[src/common/ccs_pkg.sv]
// constants and carriers for the common command and status block
// assumes a command parser on the same clock hands over decoded commands
`default_nettype none
package ccs_pkg;
    typedef enum logic [3:0] {
        CMD_RST  = 4'h0,
        CMD_TRG  = 4'h1,
        CMD_IDNQ = 4'h2,
        CMD_TSTQ = 4'h3,
        CMD_ESE  = 4'h4,
        CMD_ESEQ = 4'h5,
        CMD_SRE  = 4'h6,
        CMD_SREQ = 4'h7,
        CMD_ESRQ = 4'h8,
        CMD_STBQ = 4'h9,
        CMD_OPC  = 4'hA,
        CMD_OPCQ = 4'hB,
        CMD_CLS  = 4'hC
    } ccs_cmd_type;

    typedef enum logic [1:0] {
        RESP_VALUE = 2'h0,
        RESP_MEAS  = 2'h1,
        RESP_IDENT = 2'h2
    } ccs_kind_type;

    localparam int RESP_W = 32;

    typedef struct packed {
        logic                valid;
        ccs_kind_type        kind;
        logic [RESP_W-1:0]   value;
    } ccs_resp_type;

    typedef struct packed {
        logic userReq;
        logic cmdErr;
        logic execErr;
        logic devErr;
        logic queryErr;
        logic reqCtrl;
    } ccs_event_type;

    // event flag positions
    localparam int EV_PON = 7;
    localparam int EV_URQ = 6;
    localparam int EV_CME = 5;
    localparam int EV_EXE = 4;
    localparam int EV_DDE = 3;
    localparam int EV_QYE = 2;
    localparam int EV_RQC = 1;
    localparam int EV_OPC = 0;
    // status byte positions
    localparam int SB_OSS = 7;
    localparam int SB_RQS = 6;
    localparam int SB_ESB = 5;
    localparam int SB_MAV = 4;

    localparam logic [7:0]        EVENT_RESET  = 8'h80;
    localparam logic [7:0]        ENABLE_RESET = 8'h00;
    localparam logic [7:0]        SB_ZERO_MASK = 8'h0F;
    localparam logic [RESP_W-1:0] OPC_ASCII    = 32'h0000_0031;
endpackage : ccs_pkg
`default_nettype wire

[src/hdl/ccs_common_status.sv]
// common command execution and status reporting
// assumes parser, measurement core and self test run on ref_clk
`default_nettype none
module ccs_common_status (
    // clock and reset
    input  wire logic                 ref_clk,
    input  wire logic                 resetn,
    // decoded commands
    input  wire logic                 cmdValid,
    input  wire ccs_pkg::ccs_cmd_type cmdCode,
    input  wire logic [7:0]           cmdArg,
    output logic                      cmdReady,
    // responses
    output ccs_pkg::ccs_resp_type     resp,
    // measurement core
    output logic                      measStart,
    input  wire logic                 measDone,
    input  wire logic [31:0]          measResult,
    input  wire logic                 measActive,
    // self test
    output logic                      tstStart,
    input  wire logic                 tstDone,
    input  wire logic [15:0]          tstErrSum,
    // status sources
    input  wire ccs_pkg::ccs_event_type events,
    input  wire logic                 msgAvail,
    input  wire logic                 operSummary,
    // status view
    output logic [7:0]                eventFlags,
    output logic [7:0]                statusByte,
    output logic                      srq
);
    logic [7:0]              esr_q;
    logic [7:0]              ese_q;
    logic [7:0]              sre_q;
    logic [7:0]              stb_q;
    logic                    srq_q;
    logic                    measBusy_q;
    logic                    measHold_q;
    logic [31:0]             measVal_q;
    logic                    measStart_q;
    logic                    tstBusy_q;
    logic                    tstBusy_d;
    logic                    tstStart_q;
    logic                    opcArmed_q;
    logic                    opcQPend_q;
    logic                    opcQPend_d;
    logic                    ready_q;
    ccs_pkg::ccs_resp_type   resp_q;
    logic                    take;
    logic                    isRst;
    logic                    busy;
    logic                    opcSet;
    logic                    immQuery;
    logic                    tstReply;
    logic                    opcReply;
    logic                    measEmit;
    logic [7:0]              evIn;
    logic [7:0]              stbD;

    function automatic logic is_cmd(input logic t, input ccs_pkg::ccs_cmd_type c,
                                    input ccs_pkg::ccs_cmd_type want);
        return t && (c == want);
    endfunction : is_cmd

    assign take     = cmdValid && ready_q;
    assign isRst    = is_cmd(take, cmdCode, ccs_pkg::CMD_RST);
    // measActive covers work the core runs outside a trigger
    assign busy     = measBusy_q || measHold_q || measActive;
    assign opcSet   = opcArmed_q && !busy;
    assign immQuery = take && (cmdCode inside {ccs_pkg::CMD_IDNQ, ccs_pkg::CMD_ESEQ, ccs_pkg::CMD_SREQ,
                                               ccs_pkg::CMD_ESRQ, ccs_pkg::CMD_STBQ});
    assign tstReply = tstBusy_q && tstDone && !isRst;
    assign opcReply = opcQPend_q && !busy && !isRst;
    assign measEmit = measHold_q && !immQuery && !tstReply && !isRst;

    always_comb begin
        evIn = 8'h00;
        evIn[ccs_pkg::EV_URQ] = events.userReq;
        evIn[ccs_pkg::EV_CME] = events.cmdErr;
        evIn[ccs_pkg::EV_EXE] = events.execErr;
        evIn[ccs_pkg::EV_DDE] = events.devErr;
        evIn[ccs_pkg::EV_QYE] = events.queryErr;
        evIn[ccs_pkg::EV_RQC] = events.reqCtrl;
        evIn[ccs_pkg::EV_OPC] = opcSet;
    end

    always_ff @(posedge ref_clk or negedge resetn) begin
        if (!resetn) begin
            esr_q <= ccs_pkg::EVENT_RESET;
        end else if (is_cmd(take, cmdCode, ccs_pkg::CMD_CLS)) begin
            esr_q <= evIn;
        end else begin
            esr_q <= esr_q | evIn;
        end
    end

    always_ff @(posedge ref_clk or negedge resetn) begin
        if (!resetn) begin
            ese_q <= ccs_pkg::ENABLE_RESET;
            sre_q <= ccs_pkg::ENABLE_RESET;
        end else begin
            if (is_cmd(take, cmdCode, ccs_pkg::CMD_ESE)) begin
                ese_q <= cmdArg;
            end
            if (is_cmd(take, cmdCode, ccs_pkg::CMD_SRE)) begin
                sre_q <= cmdArg;
            end
        end
    end

    // status byte, one cycle behind its sources
    always_comb begin
        stbD = 8'h00;
        stbD[ccs_pkg::SB_OSS] = operSummary;
        stbD[ccs_pkg::SB_ESB] = |(esr_q & ese_q);
        stbD[ccs_pkg::SB_MAV] = msgAvail;
        stbD[ccs_pkg::SB_RQS] = |(stbD & sre_q & ~(8'h01 << ccs_pkg::SB_RQS));
    end

    // queries never write the status byte
    always_ff @(posedge ref_clk or negedge resetn) begin
        if (!resetn) begin
            stb_q <= 8'h00;
            srq_q <= 1'b0;
        end else begin
            stb_q <= stbD;
            srq_q <= stbD[ccs_pkg::SB_RQS];
        end
    end

    // trigger path, a second trigger while busy is ignored
    always_ff @(posedge ref_clk or negedge resetn) begin
        if (!resetn) begin
            measBusy_q  <= 1'b0;
            measHold_q  <= 1'b0;
            measVal_q   <= 32'h0000_0000;
            measStart_q <= 1'b0;
        end else begin
            measStart_q <= is_cmd(take, cmdCode, ccs_pkg::CMD_TRG) && !measBusy_q && !measHold_q;
            if (isRst) begin
                measBusy_q <= 1'b0;
                measHold_q <= 1'b0;
            end else begin
                if (is_cmd(take, cmdCode, ccs_pkg::CMD_TRG) && !measBusy_q && !measHold_q) begin
                    measBusy_q <= 1'b1;
                end else if (measBusy_q && measDone) begin
                    measBusy_q <= 1'b0;
                    measHold_q <= 1'b1;
                    measVal_q  <= measResult;
                end else if (measEmit) begin
                    measHold_q <= 1'b0;
                end
            end
        end
    end

    // long queries hold off further commands
    always_comb begin
        tstBusy_d  = tstBusy_q;
        opcQPend_d = opcQPend_q;
        if (isRst) begin
            tstBusy_d  = 1'b0;
            opcQPend_d = 1'b0;
        end else begin
            if (is_cmd(take, cmdCode, ccs_pkg::CMD_TSTQ)) begin
                tstBusy_d = 1'b1;
            end else if (tstReply) begin
                tstBusy_d = 1'b0;
            end
            if (is_cmd(take, cmdCode, ccs_pkg::CMD_OPCQ)) begin
                opcQPend_d = 1'b1;
            end else if (opcReply) begin
                opcQPend_d = 1'b0;
            end
        end
    end

    // completion command arms the complete flag
    always_ff @(posedge ref_clk or negedge resetn) begin
        if (!resetn) begin
            tstBusy_q  <= 1'b0;
            opcQPend_q <= 1'b0;
            ready_q    <= 1'b0;
            tstStart_q <= 1'b0;
            opcArmed_q <= 1'b0;
        end else begin
            tstBusy_q  <= tstBusy_d;
            opcQPend_q <= opcQPend_d;
            ready_q    <= !tstBusy_d && !opcQPend_d;
            tstStart_q <= is_cmd(take, cmdCode, ccs_pkg::CMD_TSTQ) && !isRst;
            if (isRst || opcSet) begin
                opcArmed_q <= 1'b0;
            end else if (is_cmd(take, cmdCode, ccs_pkg::CMD_OPC)) begin
                opcArmed_q <= 1'b1;
            end
        end
    end

    // response port, immediate queries take precedence
    always_ff @(posedge ref_clk or negedge resetn) begin
        if (!resetn) begin
            resp_q <= '0;
        end else begin
            resp_q <= '0;
            if (immQuery) begin
                resp_q.valid <= 1'b1;
                case (cmdCode)
                    ccs_pkg::CMD_ESEQ: resp_q.value <= {24'h00_0000, ese_q};
                    ccs_pkg::CMD_SREQ: resp_q.value <= {24'h00_0000, sre_q};
                    ccs_pkg::CMD_ESRQ: resp_q.value <= {24'h00_0000, esr_q};
                    ccs_pkg::CMD_STBQ: resp_q.value <= {24'h00_0000, stb_q};
                    ccs_pkg::CMD_IDNQ: resp_q.kind  <= ccs_pkg::RESP_IDENT;
                    default:           resp_q.value <= 32'h0000_0000;
                endcase
            end else if (tstReply) begin
                resp_q.valid <= 1'b1;
                resp_q.value <= {16'h0000, tstErrSum};
            end else if (opcReply) begin
                resp_q.valid <= 1'b1;
                resp_q.value <= ccs_pkg::OPC_ASCII;
            end else if (measEmit) begin
                resp_q.valid <= 1'b1;
                resp_q.kind  <= ccs_pkg::RESP_MEAS;
                resp_q.value <= measVal_q;
            end
        end
    end

    assign cmdReady   = ready_q;
    assign resp       = resp_q;
    assign measStart  = measStart_q;
    assign tstStart   = tstStart_q;
    assign eventFlags = esr_q;
    assign statusByte = stb_q;
    assign srq        = srq_q;
endmodule : ccs_common_status
`default_nettype wire

[config.mk]
export PLATFORM = sky130hd
export DESIGN_NAME = ccs_common_status
export DESIGN_NICKNAME = d
export VERILOG_FILES = /design/src/common/ccs_pkg.sv /design/src/hdl/ccs_common_status.sv
export SDC_FILE = /design/constraint.sdc
export NUM_CORES = 1
export LEC_CHECK = 0
export ABC_AREA = 1
export BUFFER_PORTS_ARGS = -buffer_cell sky130_fd_sc_hd__buf_2
export CORE_MARGIN = 2
export CORE_UTILIZATION = 25
export CTS_CLUSTER_DIAMETER = 200
export DETAILED_ROUTE_END_ITERATION = 8
export GPL_ROUTABILITY_DRIVEN = 0
export PLACE_DENSITY_LB_ADDON = 0.2
export REMOVE_ABC_BUFFERS = 1
export SLEW_MARGIN = 20
export SYNTH_ARGS = -nofsm -noshare
export SYNTH_HDL_FRONTEND = slang
export SYNTH_SLANG_ARGS = --single-unit
[constraint.sdc]
create_clock -name ref_clk -period 4 [get_ports ref_clk]
set_input_delay 0.2 -clock ref_clk [delete_from_list [all_inputs] [get_ports ref_clk]]
set_output_delay 0.2 -clock ref_clk [all_outputs]
set_load 0.02 [all_outputs]
==> results of run 1 <==
## per-stage QoR
stage          hold slack [ns]  total power, mW
4_1_cts                 0.0212             3.52
6_report               -0.0153             3.46
3_3_place_gp             0.330             2.62
3_5_place_dp             0.333             2.65
2_1_floorplan          -0.0956             2.23
5_1_grt                 0.0294             3.71
## flip-flops by register name (all words and copies together), names as in the netlist
register,flops
cmdReady,1
ese_q,8
eventFlags,8
measBusy_q,1
measHold_q,1
measStart,1
measVal_q,32
opcArmed_q,1
opcQPend_q,1
resp,35
sre_q,8
statusByte,4
tstBusy_q,1
tstStart,1
## worst min-delay path by stage
stage	from	end	slack, ns	cells after the start
CTS	events[3]	eventFlags[4]	0.02	2
finish	resetn	measVal_q[20]	-0.02	1
global route	events[4]	eventFlags[5]	0.03	2
floorplan	resetn	cmdReady	-0.1	0
global placement	msgAvail	statusByte[4]	0.33	1
detailed placement	operSummary	statusByte[7]	0.33	1
## synth_stat cells, types with 2 or more instances
library cell | number | area [µm²]
sky130_fd_sc_hd__dfrtp_1 | 102 | 2550
sky130_fd_sc_hd__nand2_1 | 82 | 308
sky130_fd_sc_hd__inv_1 | 56 | 210
sky130_fd_sc_hd__nor2_1 | 44 | 165
sky130_fd_sc_hd__o21ai_0 | 29 | 145
sky130_fd_sc_hd__a21oi_1 | 25 | 125
sky130_fd_sc_hd__nand3_1 | 17 | 85.1
sky130_fd_sc_hd__mux2_2 | 16 | 180
sky130_fd_sc_hd__nand4_1 | 16 | 100
sky130_fd_sc_hd__buf_2 | 11 | 55.1
sky130_fd_sc_hd__o21bai_1 | 6 | 45.0
sky130_fd_sc_hd__buf_4 | 5 | 37.5
sky130_fd_sc_hd__clkbuf_1 | 5 | 18.8
sky130_fd_sc_hd__nor3_1 | 5 | 25.0
sky130_fd_sc_hd__o2111ai_1 | 4 | 35.0
sky130_fd_sc_hd__o22ai_1 | 4 | 25.0
sky130_fd_sc_hd__a31oi_1 | 3 | 18.8
sky130_fd_sc_hd__inv_2 | 2 | 7.51
## logic make-up after synthesis
group                  synth area share (%)
and+or+nand+nor                        17.8
muxes                                  4.21
buffers and inverters                  7.69
other                                0.0876
AOI/OAI and AO/OA                      9.97
DFF                                    60.3
## cell usage in the layout (no fill, tap or decap)
| cell | netlist | layout |
|---|---|---|
| sky130_fd_sc_hd__a21oi_1 | 25 | 25 |
| sky130_fd_sc_hd__a21oi_4 | 1 | 1 |
| sky130_fd_sc_hd__a31o_2 | 1 | 1 |
| sky130_fd_sc_hd__a31oi_1 | 3 | 3 |
| sky130_fd_sc_hd__buf_2 | 11 | 123 |
| sky130_fd_sc_hd__buf_4 | 5 | 3 |
| sky130_fd_sc_hd__clkbuf_16 | 0 | 9 |
| sky130_fd_sc_hd__clkbuf_8 | 0 | 1 |
| sky130_fd_sc_hd__clkinv_4 | 0 | 1 |
| sky130_fd_sc_hd__clkinvlp_4 | 0 | 2 |
| sky130_fd_sc_hd__conb_1 | 1 | 4 |
| sky130_fd_sc_hd__dfrtp_1 | 102 | 102 |
| sky130_fd_sc_hd__dfstp_2 | 1 | 1 |
| sky130_fd_sc_hd__dlygate4sd3_1 | 0 | 2 |
| sky130_fd_sc_hd__inv_1 | 56 | 56 |
| sky130_fd_sc_hd__inv_2 | 2 | 2 |
| sky130_fd_sc_hd__inv_6 | 0 | 3 |
| sky130_fd_sc_hd__mux2_2 | 16 | 16 |
| sky130_fd_sc_hd__nand2_1 | 82 | 82 |
| sky130_fd_sc_hd__nand2_2 | 1 | 1 |
| sky130_fd_sc_hd__nand3_1 | 17 | 16 |
| sky130_fd_sc_hd__nand3_2 | 1 | 2 |
| sky130_fd_sc_hd__nand3_4 | 1 | 1 |
| sky130_fd_sc_hd__nand3b_1 | 1 | 1 |
| sky130_fd_sc_hd__nand4_1 | 16 | 16 |
| sky130_fd_sc_hd__nor2_1 | 44 | 44 |
| sky130_fd_sc_hd__nor2_2 | 1 | 1 |
| sky130_fd_sc_hd__nor2_4 | 1 | 1 |
| sky130_fd_sc_hd__nor3_1 | 5 | 5 |
| sky130_fd_sc_hd__nor4_1 | 1 | 1 |
| sky130_fd_sc_hd__nor4_2 | 1 | 1 |
| sky130_fd_sc_hd__o2111ai_1 | 4 | 4 |
| sky130_fd_sc_hd__o21ai_0 | 29 | 29 |
| sky130_fd_sc_hd__o21bai_1 | 6 | 6 |
| sky130_fd_sc_hd__o22ai_1 | 4 | 4 |
| sky130_fd_sc_hd__o31ai_1 | 1 | 1 |
## report_power, final
part / switching [mW] / internal, mW
registers: 0.181 / 1.41
logic: 0.647 / 0.364
clock network: 0.409 / 0.447
## final cells by class
| cell class | count | share of cell area, % |
|---|---|---|
| Sequential cell | 103 | 47.7 |
| Multi-Input combinational cell | 266 | 25.7 |
| Timing Repair Buffer | 128 | 12.2 |
| Tap cell | 220 | 5.09 |
| Clock buffer | 10 | 4.42 |
| Inverter | 58 | 4.03 |
| Clock inverter | 6 | 0.926 |
## per-layer routing
metal / GRT usage (%) / part of all wire (%) / wire (µm) / vias to the layer above
met4: 4.04 / 1.3 / 148 / 0
met3: 3.68 / 5.8 / 676 / 11
li1: - / - / - / 1682
met5: 0 / 0 / 0 / -
met1: 17.7 / 47 / 5430 / 1540
met2: 21.4 / 46 / 5340 / 118
## repair_timing
item	4_1_cts	5_1_grt
hold buffers	2	0
endpoints found under the hold margin	2	0
gates resized for setup	0	0
==> metrics.md, run 1 <==
| Metric | Value |
|---|---|
| Placed wire-length estimate after detailed placement | 8740 µm |
| Width of the chip | 135 µm |
| Share of the clock period used by the worst path | 55.8% |
| Sequential-to-total area share from yosys stat | 60.3% |
| P&R area growth vs syn | 26.3% |
| TritonCTS Sinks | 103 |
| Buffers and inverters on the worst path | 1 |
| Final Core Density | 32.5% |
| Overall track demand over capacity in global routing | between 10% and 20% |
| Crit Reg-Reg Endpoint | resp[24] |
| Hold slack final | -0.0153 ns |
| Number of antenna violations at the first check in global routing | 0 |
| CP max FO | 25 |
| Starting utilization of the core area | 25.7% |
| Number of non-filler instances in the completed layout | approximately 790 |
| Fraction of layout instances using a drive strength above 1 | 29.8% |
| Worst setup endpoint | resp[24] |
| Leak pwr | 2.87 nW |
| RSZ-0062 raised after global routing | no |
| Violated checks | hold timing |
| Stages on worst setup path | 6 |
| Most common flop cell mapped by yosys | sky130_fd_sc_hd__dfrtp_1 |
| #FFs+latches synth | 103 |
| CP max stage delay | 0.48 ns |
| Worst reg-to-reg path cell count | 6 |
| Number of placed cells counting well taps | 773 |
| Type of element capturing the critical path | flip-flop |
| Areal power density over the cells | 640 mW/mm² |
| Post-CTS Setup Inserts | 0 |
| Via count of the first global-routing pass | 3424 |
| Area occupied by multi-input gates | between 0.001 and 0.0015 mm² |
| Synth Cell Area | roughly 0.0043 mm² |
| Post-route worst setup slack | 1.77 ns |
| Reported max-cap violation count | 0 |
| Number of detailed-routing iterations run before antenna repair | 4 |
| Number of standard cells after synthesis | 445 |
| Distinct cells, synth | 31 |
| Peak supply drop | 286 µV |
| Worst-margin pin slew | 0.968 ns |
| Pin count of the biggest net entering global routing | between 70 and 80 |
| Critical Path Source | cmdReady |
| Number of buffers created by CTS | 9 |
| Master of the slowest instance on the critical path | sky130_fd_sc_hd__a21oi_4 |
| Proportion of register bits with asynchronous set or reset after synthesis | 100% |
| Number of DRC violations after detailed routing | 0 |
| Placeable Area | about 0.017 mm² |
| Crit path DAT | ~2.5 ns |
| Maximum clock frequency | 0.448 GHz |
| Number of antenna diodes | 0 |
| Max Clock Skew | between 0.007 and 0.008 ns |
| Minimum setup slack after placement | 1.72 ns |
| Final net count | 640 |
| Area enclosed by the die boundary | 0.0182 mm² |
| Count of final max-slew check failures | 0 |
| Count of nets left with antenna violations after detail routing | 0 |
| Count of flip-flops with a built-in enable after synthesis | 0 |
| Number of vias per cell | 4.24 |
| Post-detailed-routing wire length | 11600 µm |
| Finished Cell Area | 0.00541 mm² |
| I/O pin total | approximately 130 |
| Core Rows | 47 |
| Worst slew margin relative to its limit | 35.0% |
| Startpoint Class | flip-flop |
| Critical path's top delay family | simple AND/OR/NAND/NOR gates |
| Chip Height | 135 µm |
| Run status | finished with violations |
| First DRT Iteration DRCs | between 150 and 200 |
| Congestion Overflow GR | 0 |
| Cell chain of the critical path | nand2_1 -> inv_2 -> nand3_4 -> a21oi_4 -> nand3_2 -> nor2_1 |
| Wire length of the first global-routing pass | 18300 µm |
| Internal reg-to-reg setup slack | roughly 1.8 ns |
| Drt wl/cell | 14.7 µm |
| TritonCTS clock tree | yes |
| Synthesis Warnings | 0 |
| Clock Pin Slew Worst Setup and Hold Paths | 0.07 ns |
| Beginning of the worst register-to-register path | cmdReady |
| Number of endpoints with negative hold slack in the final report | 8 |
| Number of port buffers | between 100 and 150 |
| Type of the most critical hold path | in -> async |
| Critical Path RT | about 4.3 ns |
| Fillers | roughly 1800 |
| Root cell of the clock tree | sky130_fd_sc_hd__clkbuf_16 |
| Sum of negative setup slack | 0 ns |
| Placed standard-cell area | 0.00510 mm² |
| Worst-case clock buffer depth | 2 |
| Final critical delay including setup and external delays | 2.23 ns |
| Via Count | 3351 |
| Register cell area after layout | approximately 0.0026 mm² |
| Deepest level of the CTS H-tree | 3 |
| Syn avg cell area | approximately 9.6 µm² |
| Count of endpoints failing setup in the final report | 0 |
| Setup Crit Path Kind | reg -> reg |
| Clock Latency Late Sink | 0.35 ns |
(Power assumes the default switching activity.)
==> inputs of run 2 (changes only) <==
==> constraint.sdc (replaced) <==
create_clock -name ref_clk -period 2.1 [get_ports ref_clk]
set_input_delay 0.105 -clock ref_clk [delete_from_list [all_inputs] [get_ports ref_clk]]
set_output_delay 0.105 -clock ref_clk [all_outputs]
set_load 0.02 [all_outputs]
==> run 2 against run 1 <==
The run now ends clean. Cell area increased by 6.4%. Clock skew shrank 0.0024 ns. Clock-buffer cell count decreased by 1. Maximum frequency rose by 18%. Utilization grew 2.1 points. Cell count increased by 4.4%. Combinational power grew 100%. Wire length up 1.6%. Register-to-register slack worse by 1.6 ns. Critical endpoint unchanged. Largest cell class unchanged. Largest power group unchanged.
==> metrics.md, run 2 (synthesis results as in run 1) <==
| Metric | Value |
|---|---|
| Run status | complete, no violations |
| Peak supply drop | 572 µV (+100%) |
| Area enclosed by the die boundary | 0.0182 mm² (unchanged) |
| Count of final max-slew check failures | 0 (unchanged) |
| Sum of negative setup slack | 0 ns (unchanged) |
| Placed wire-length estimate after detailed placement | 8630 µm (-1.3%) |
| Worst slew margin relative to its limit | 60.3% (+25 points) |
| P&R area growth vs syn | 34.4% |
| Core Rows | 47 (unchanged) |
| RSZ-0062 raised after global routing | no |
| Leak pwr | 3.03 nW (+5.7%) |
| Post-CTS Setup Inserts | 0 (unchanged) |
| Worst-margin pin slew | 0.594 ns (-0.374 ns) |
| Number of buffers created by CTS | 9 (unchanged) |
| Number of detailed-routing iterations run before antenna repair | 4 (unchanged) |
| Number of antenna diodes | 0 (unchanged) |
| Critical path's top delay family | simple AND/OR/NAND/NOR gates |
| Clock Pin Slew Worst Setup and Hold Paths | 0.07 ns (about the same) |
| Reported max-cap violation count | 0 (unchanged) |
| TritonCTS clock tree | yes |
| Overall track demand over capacity in global routing | 13.9% (+0.53 points) |
| Largest register FFs | 35 (unchanged) |
| Placeable Area | 0.0166 mm² (unchanged) |
| Width of the chip | 135 µm (unchanged) |
| Register cell area after layout | 0.00258 mm² (unchanged) |
| Congestion Overflow GR | 0 (unchanged) |
| Crit path DAT | 2.16 ns (-0.35 ns) |
| Count of nets left with antenna violations after detail routing | 0 (unchanged) |
| Max Clock Skew | 0.00562 ns (-0.00236 ns) |
| Number of endpoints with negative hold slack in the final report | 0 (-8) |
| Number of non-filler instances in the completed layout | 826 (+4.4%) |
| Commonest non-fill, non-tap cell in the layout | sky130_fd_sc_hd__buf_2 |
| Starting utilization of the core area | 25.7% (unchanged) |
| Hold slack final | 0.0117 ns (+0.0270 ns) |
| Number of port buffers | 124 (unchanged) |
| Minimum setup slack after placement | 0.172 ns (-1.55 ns) |
| Commonest cells after routing, fill and taps aside | 123 x sky130_fd_sc_hd__buf_2, 102 x sky130_fd_sc_hd__dfrtp_1, 82 x sky130_fd_sc_hd__nand2_1, 56 x sky130_fd_sc_hd__inv_1, 44 x sky130_fd_sc_hd__nor2_1 |
| Number of DRC violations after detailed routing | 0 (unchanged) |
| Post-detailed-routing wire length | 11800 µm (+1.6%) |
| Pin count of the biggest net entering global routing | 104 (+35%) |
| Post-CTS Hold Buffers | 31 (+29) |
| Placed standard-cell area | 0.00517 mm² (+1.4%) |
| I/O pin total | 129 (unchanged) |
| Chip Height | 135 µm (unchanged) |
| TritonCTS Sinks | 103 (unchanged) |
| Total power draw | 6.54 mW (+89%) |
| Clock Latency Late Sink | 0.35 ns (about the same) |
| Maximum clock frequency | 0.528 GHz (+18%) |
| Setup Crit Path Kind | reg -> reg |
| Number of antenna violations at the first check in global routing | 2 (+2) |
| Finished Cell Area | 0.00575 mm² (+6.4%) |
| Type of element capturing the critical path | flip-flop |
| Areal power density over the cells | 1140 mW/mm² (+78%) |
| Area occupied by multi-input gates | 0.00139 mm² (unchanged) |
| Count of endpoints failing setup in the final report | 0 (unchanged) |
| Critical Path RT | 2.36 ns (-1.92 ns) |
| Deepest level of the CTS H-tree | 3 (unchanged) |
| Root cell of the clock tree | sky130_fd_sc_hd__clkbuf_16 |
| Startpoint Class | flip-flop |
| CP max stage delay | 0.40 ns (-0.08 ns) |
| Type of the most critical hold path | in -> reg |
| Via count of the first global-routing pass | 3718 (+8.6%) |
| Final critical delay including setup and external delays | 1.89 ns (-0.338 ns) |
| Master of the slowest instance on the critical path | sky130_fd_sc_hd__nand3_2 |
| Share of the clock period used by the worst path | 90.2% (+34 points) |
| Final Core Density | 34.6% (+2.1 points) |
| CP max FO | 18 (-28%) |
| First DRT Iteration DRCs | 157 (+1.9%) |
| Cell chain of the critical path | nand2_1 -> inv_2 -> nand3_4 -> a21oi_4 -> nand3_2 -> nor2_1 |
| Number of placed cells counting well taps | 779 (+0.78%) |
| Via Count | 3545 (+5.8%) |
| Number of vias per cell | 4.29 (+1.3%) |
| Post-route worst setup slack | 0.206 ns (-1.56 ns) |
| Drt wl/cell | 14.3 µm (-2.7%) |
| Worst-case clock buffer depth | 2 (unchanged) |
| # resized after CTS | 0 (unchanged) |
| Fillers | 1728 (-1.3%) |
| Final net count | 676 (+5.6%) |
| Buffers and inverters on the worst path | 1 (unchanged) |
| Wire length of the first global-routing pass | 19400 µm (+6.4%) |
| Fraction of layout instances using a drive strength above 1 | 28.9% (-0.89 points) |
-- run 2: cell types whose count changed in the layout (fill, tap and decap cells not counted), sizes merged --
cell	previous run	this run
buf	126	132
clkbuf	10	9
clkinv	1	5
clkinvlp	2	0
dlygate4sd3	2	32
inv	61	59
-- run 2: final timing paths --
path                                      from             to  slack [ns]  depth (start not counted)
worst max-delay path                  cmdReady       resp[24]        0.21                          6
worst min-delay path            measResult[30]  measVal_q[30]        0.01                          3
worst max register to register        cmdReady       resp[24]        0.21                          6
worst min register to register      measHold_q      measStart        0.48                          1
max in group asynchronous               resetn  eventFlags[5]        1.30                          3
min in group asynchronous               resetn  measVal_q[29]        0.35                          3
-- run 2: worst reg2reg max path: stages, from the launching register on --
cell and delay, ns:
sky130_fd_sc_hd__dfrtp_1 0.34, sky130_fd_sc_hd__nand2_1 0.14, sky130_fd_sc_hd__inv_2 0.23, sky130_fd_sc_hd__nand3_4 0.18, sky130_fd_sc_hd__a21oi_4 0.31, sky130_fd_sc_hd__nand3_2 0.40
sky130_fd_sc_hd__nor2_1 0.22
-- run 2: power breakdown --
part           switching (mW)  internal, mW  total, mW
Sequential              0.304          2.69       2.99
Clock                   0.731         0.795       1.53
Combinational            1.26         0.760       2.02
-- run 2: per-layer routing --
layer,part of all wire (%),track usage (%),vias up
met5,0.23,0,-
met4,1.0,3.33,4
met3,8.0,5.22,13
met2,47,22.7,108
met1,44,17.5,1658
li1,-,-,1762
-- run 2: cell type report --
| class | count | area share (%) |
|---|---|---|
| clock buffer | 9 | 3.92 |
| clock inverter | 6 | 0.653 |
| inverter | 58 | 3.79 |
| multi-input combinational | 266 | 24.1 |
| sequential | 103 | 44.8 |
| tap | 220 | 4.79 |
| timing repair buffer | 164 | 17.9 |
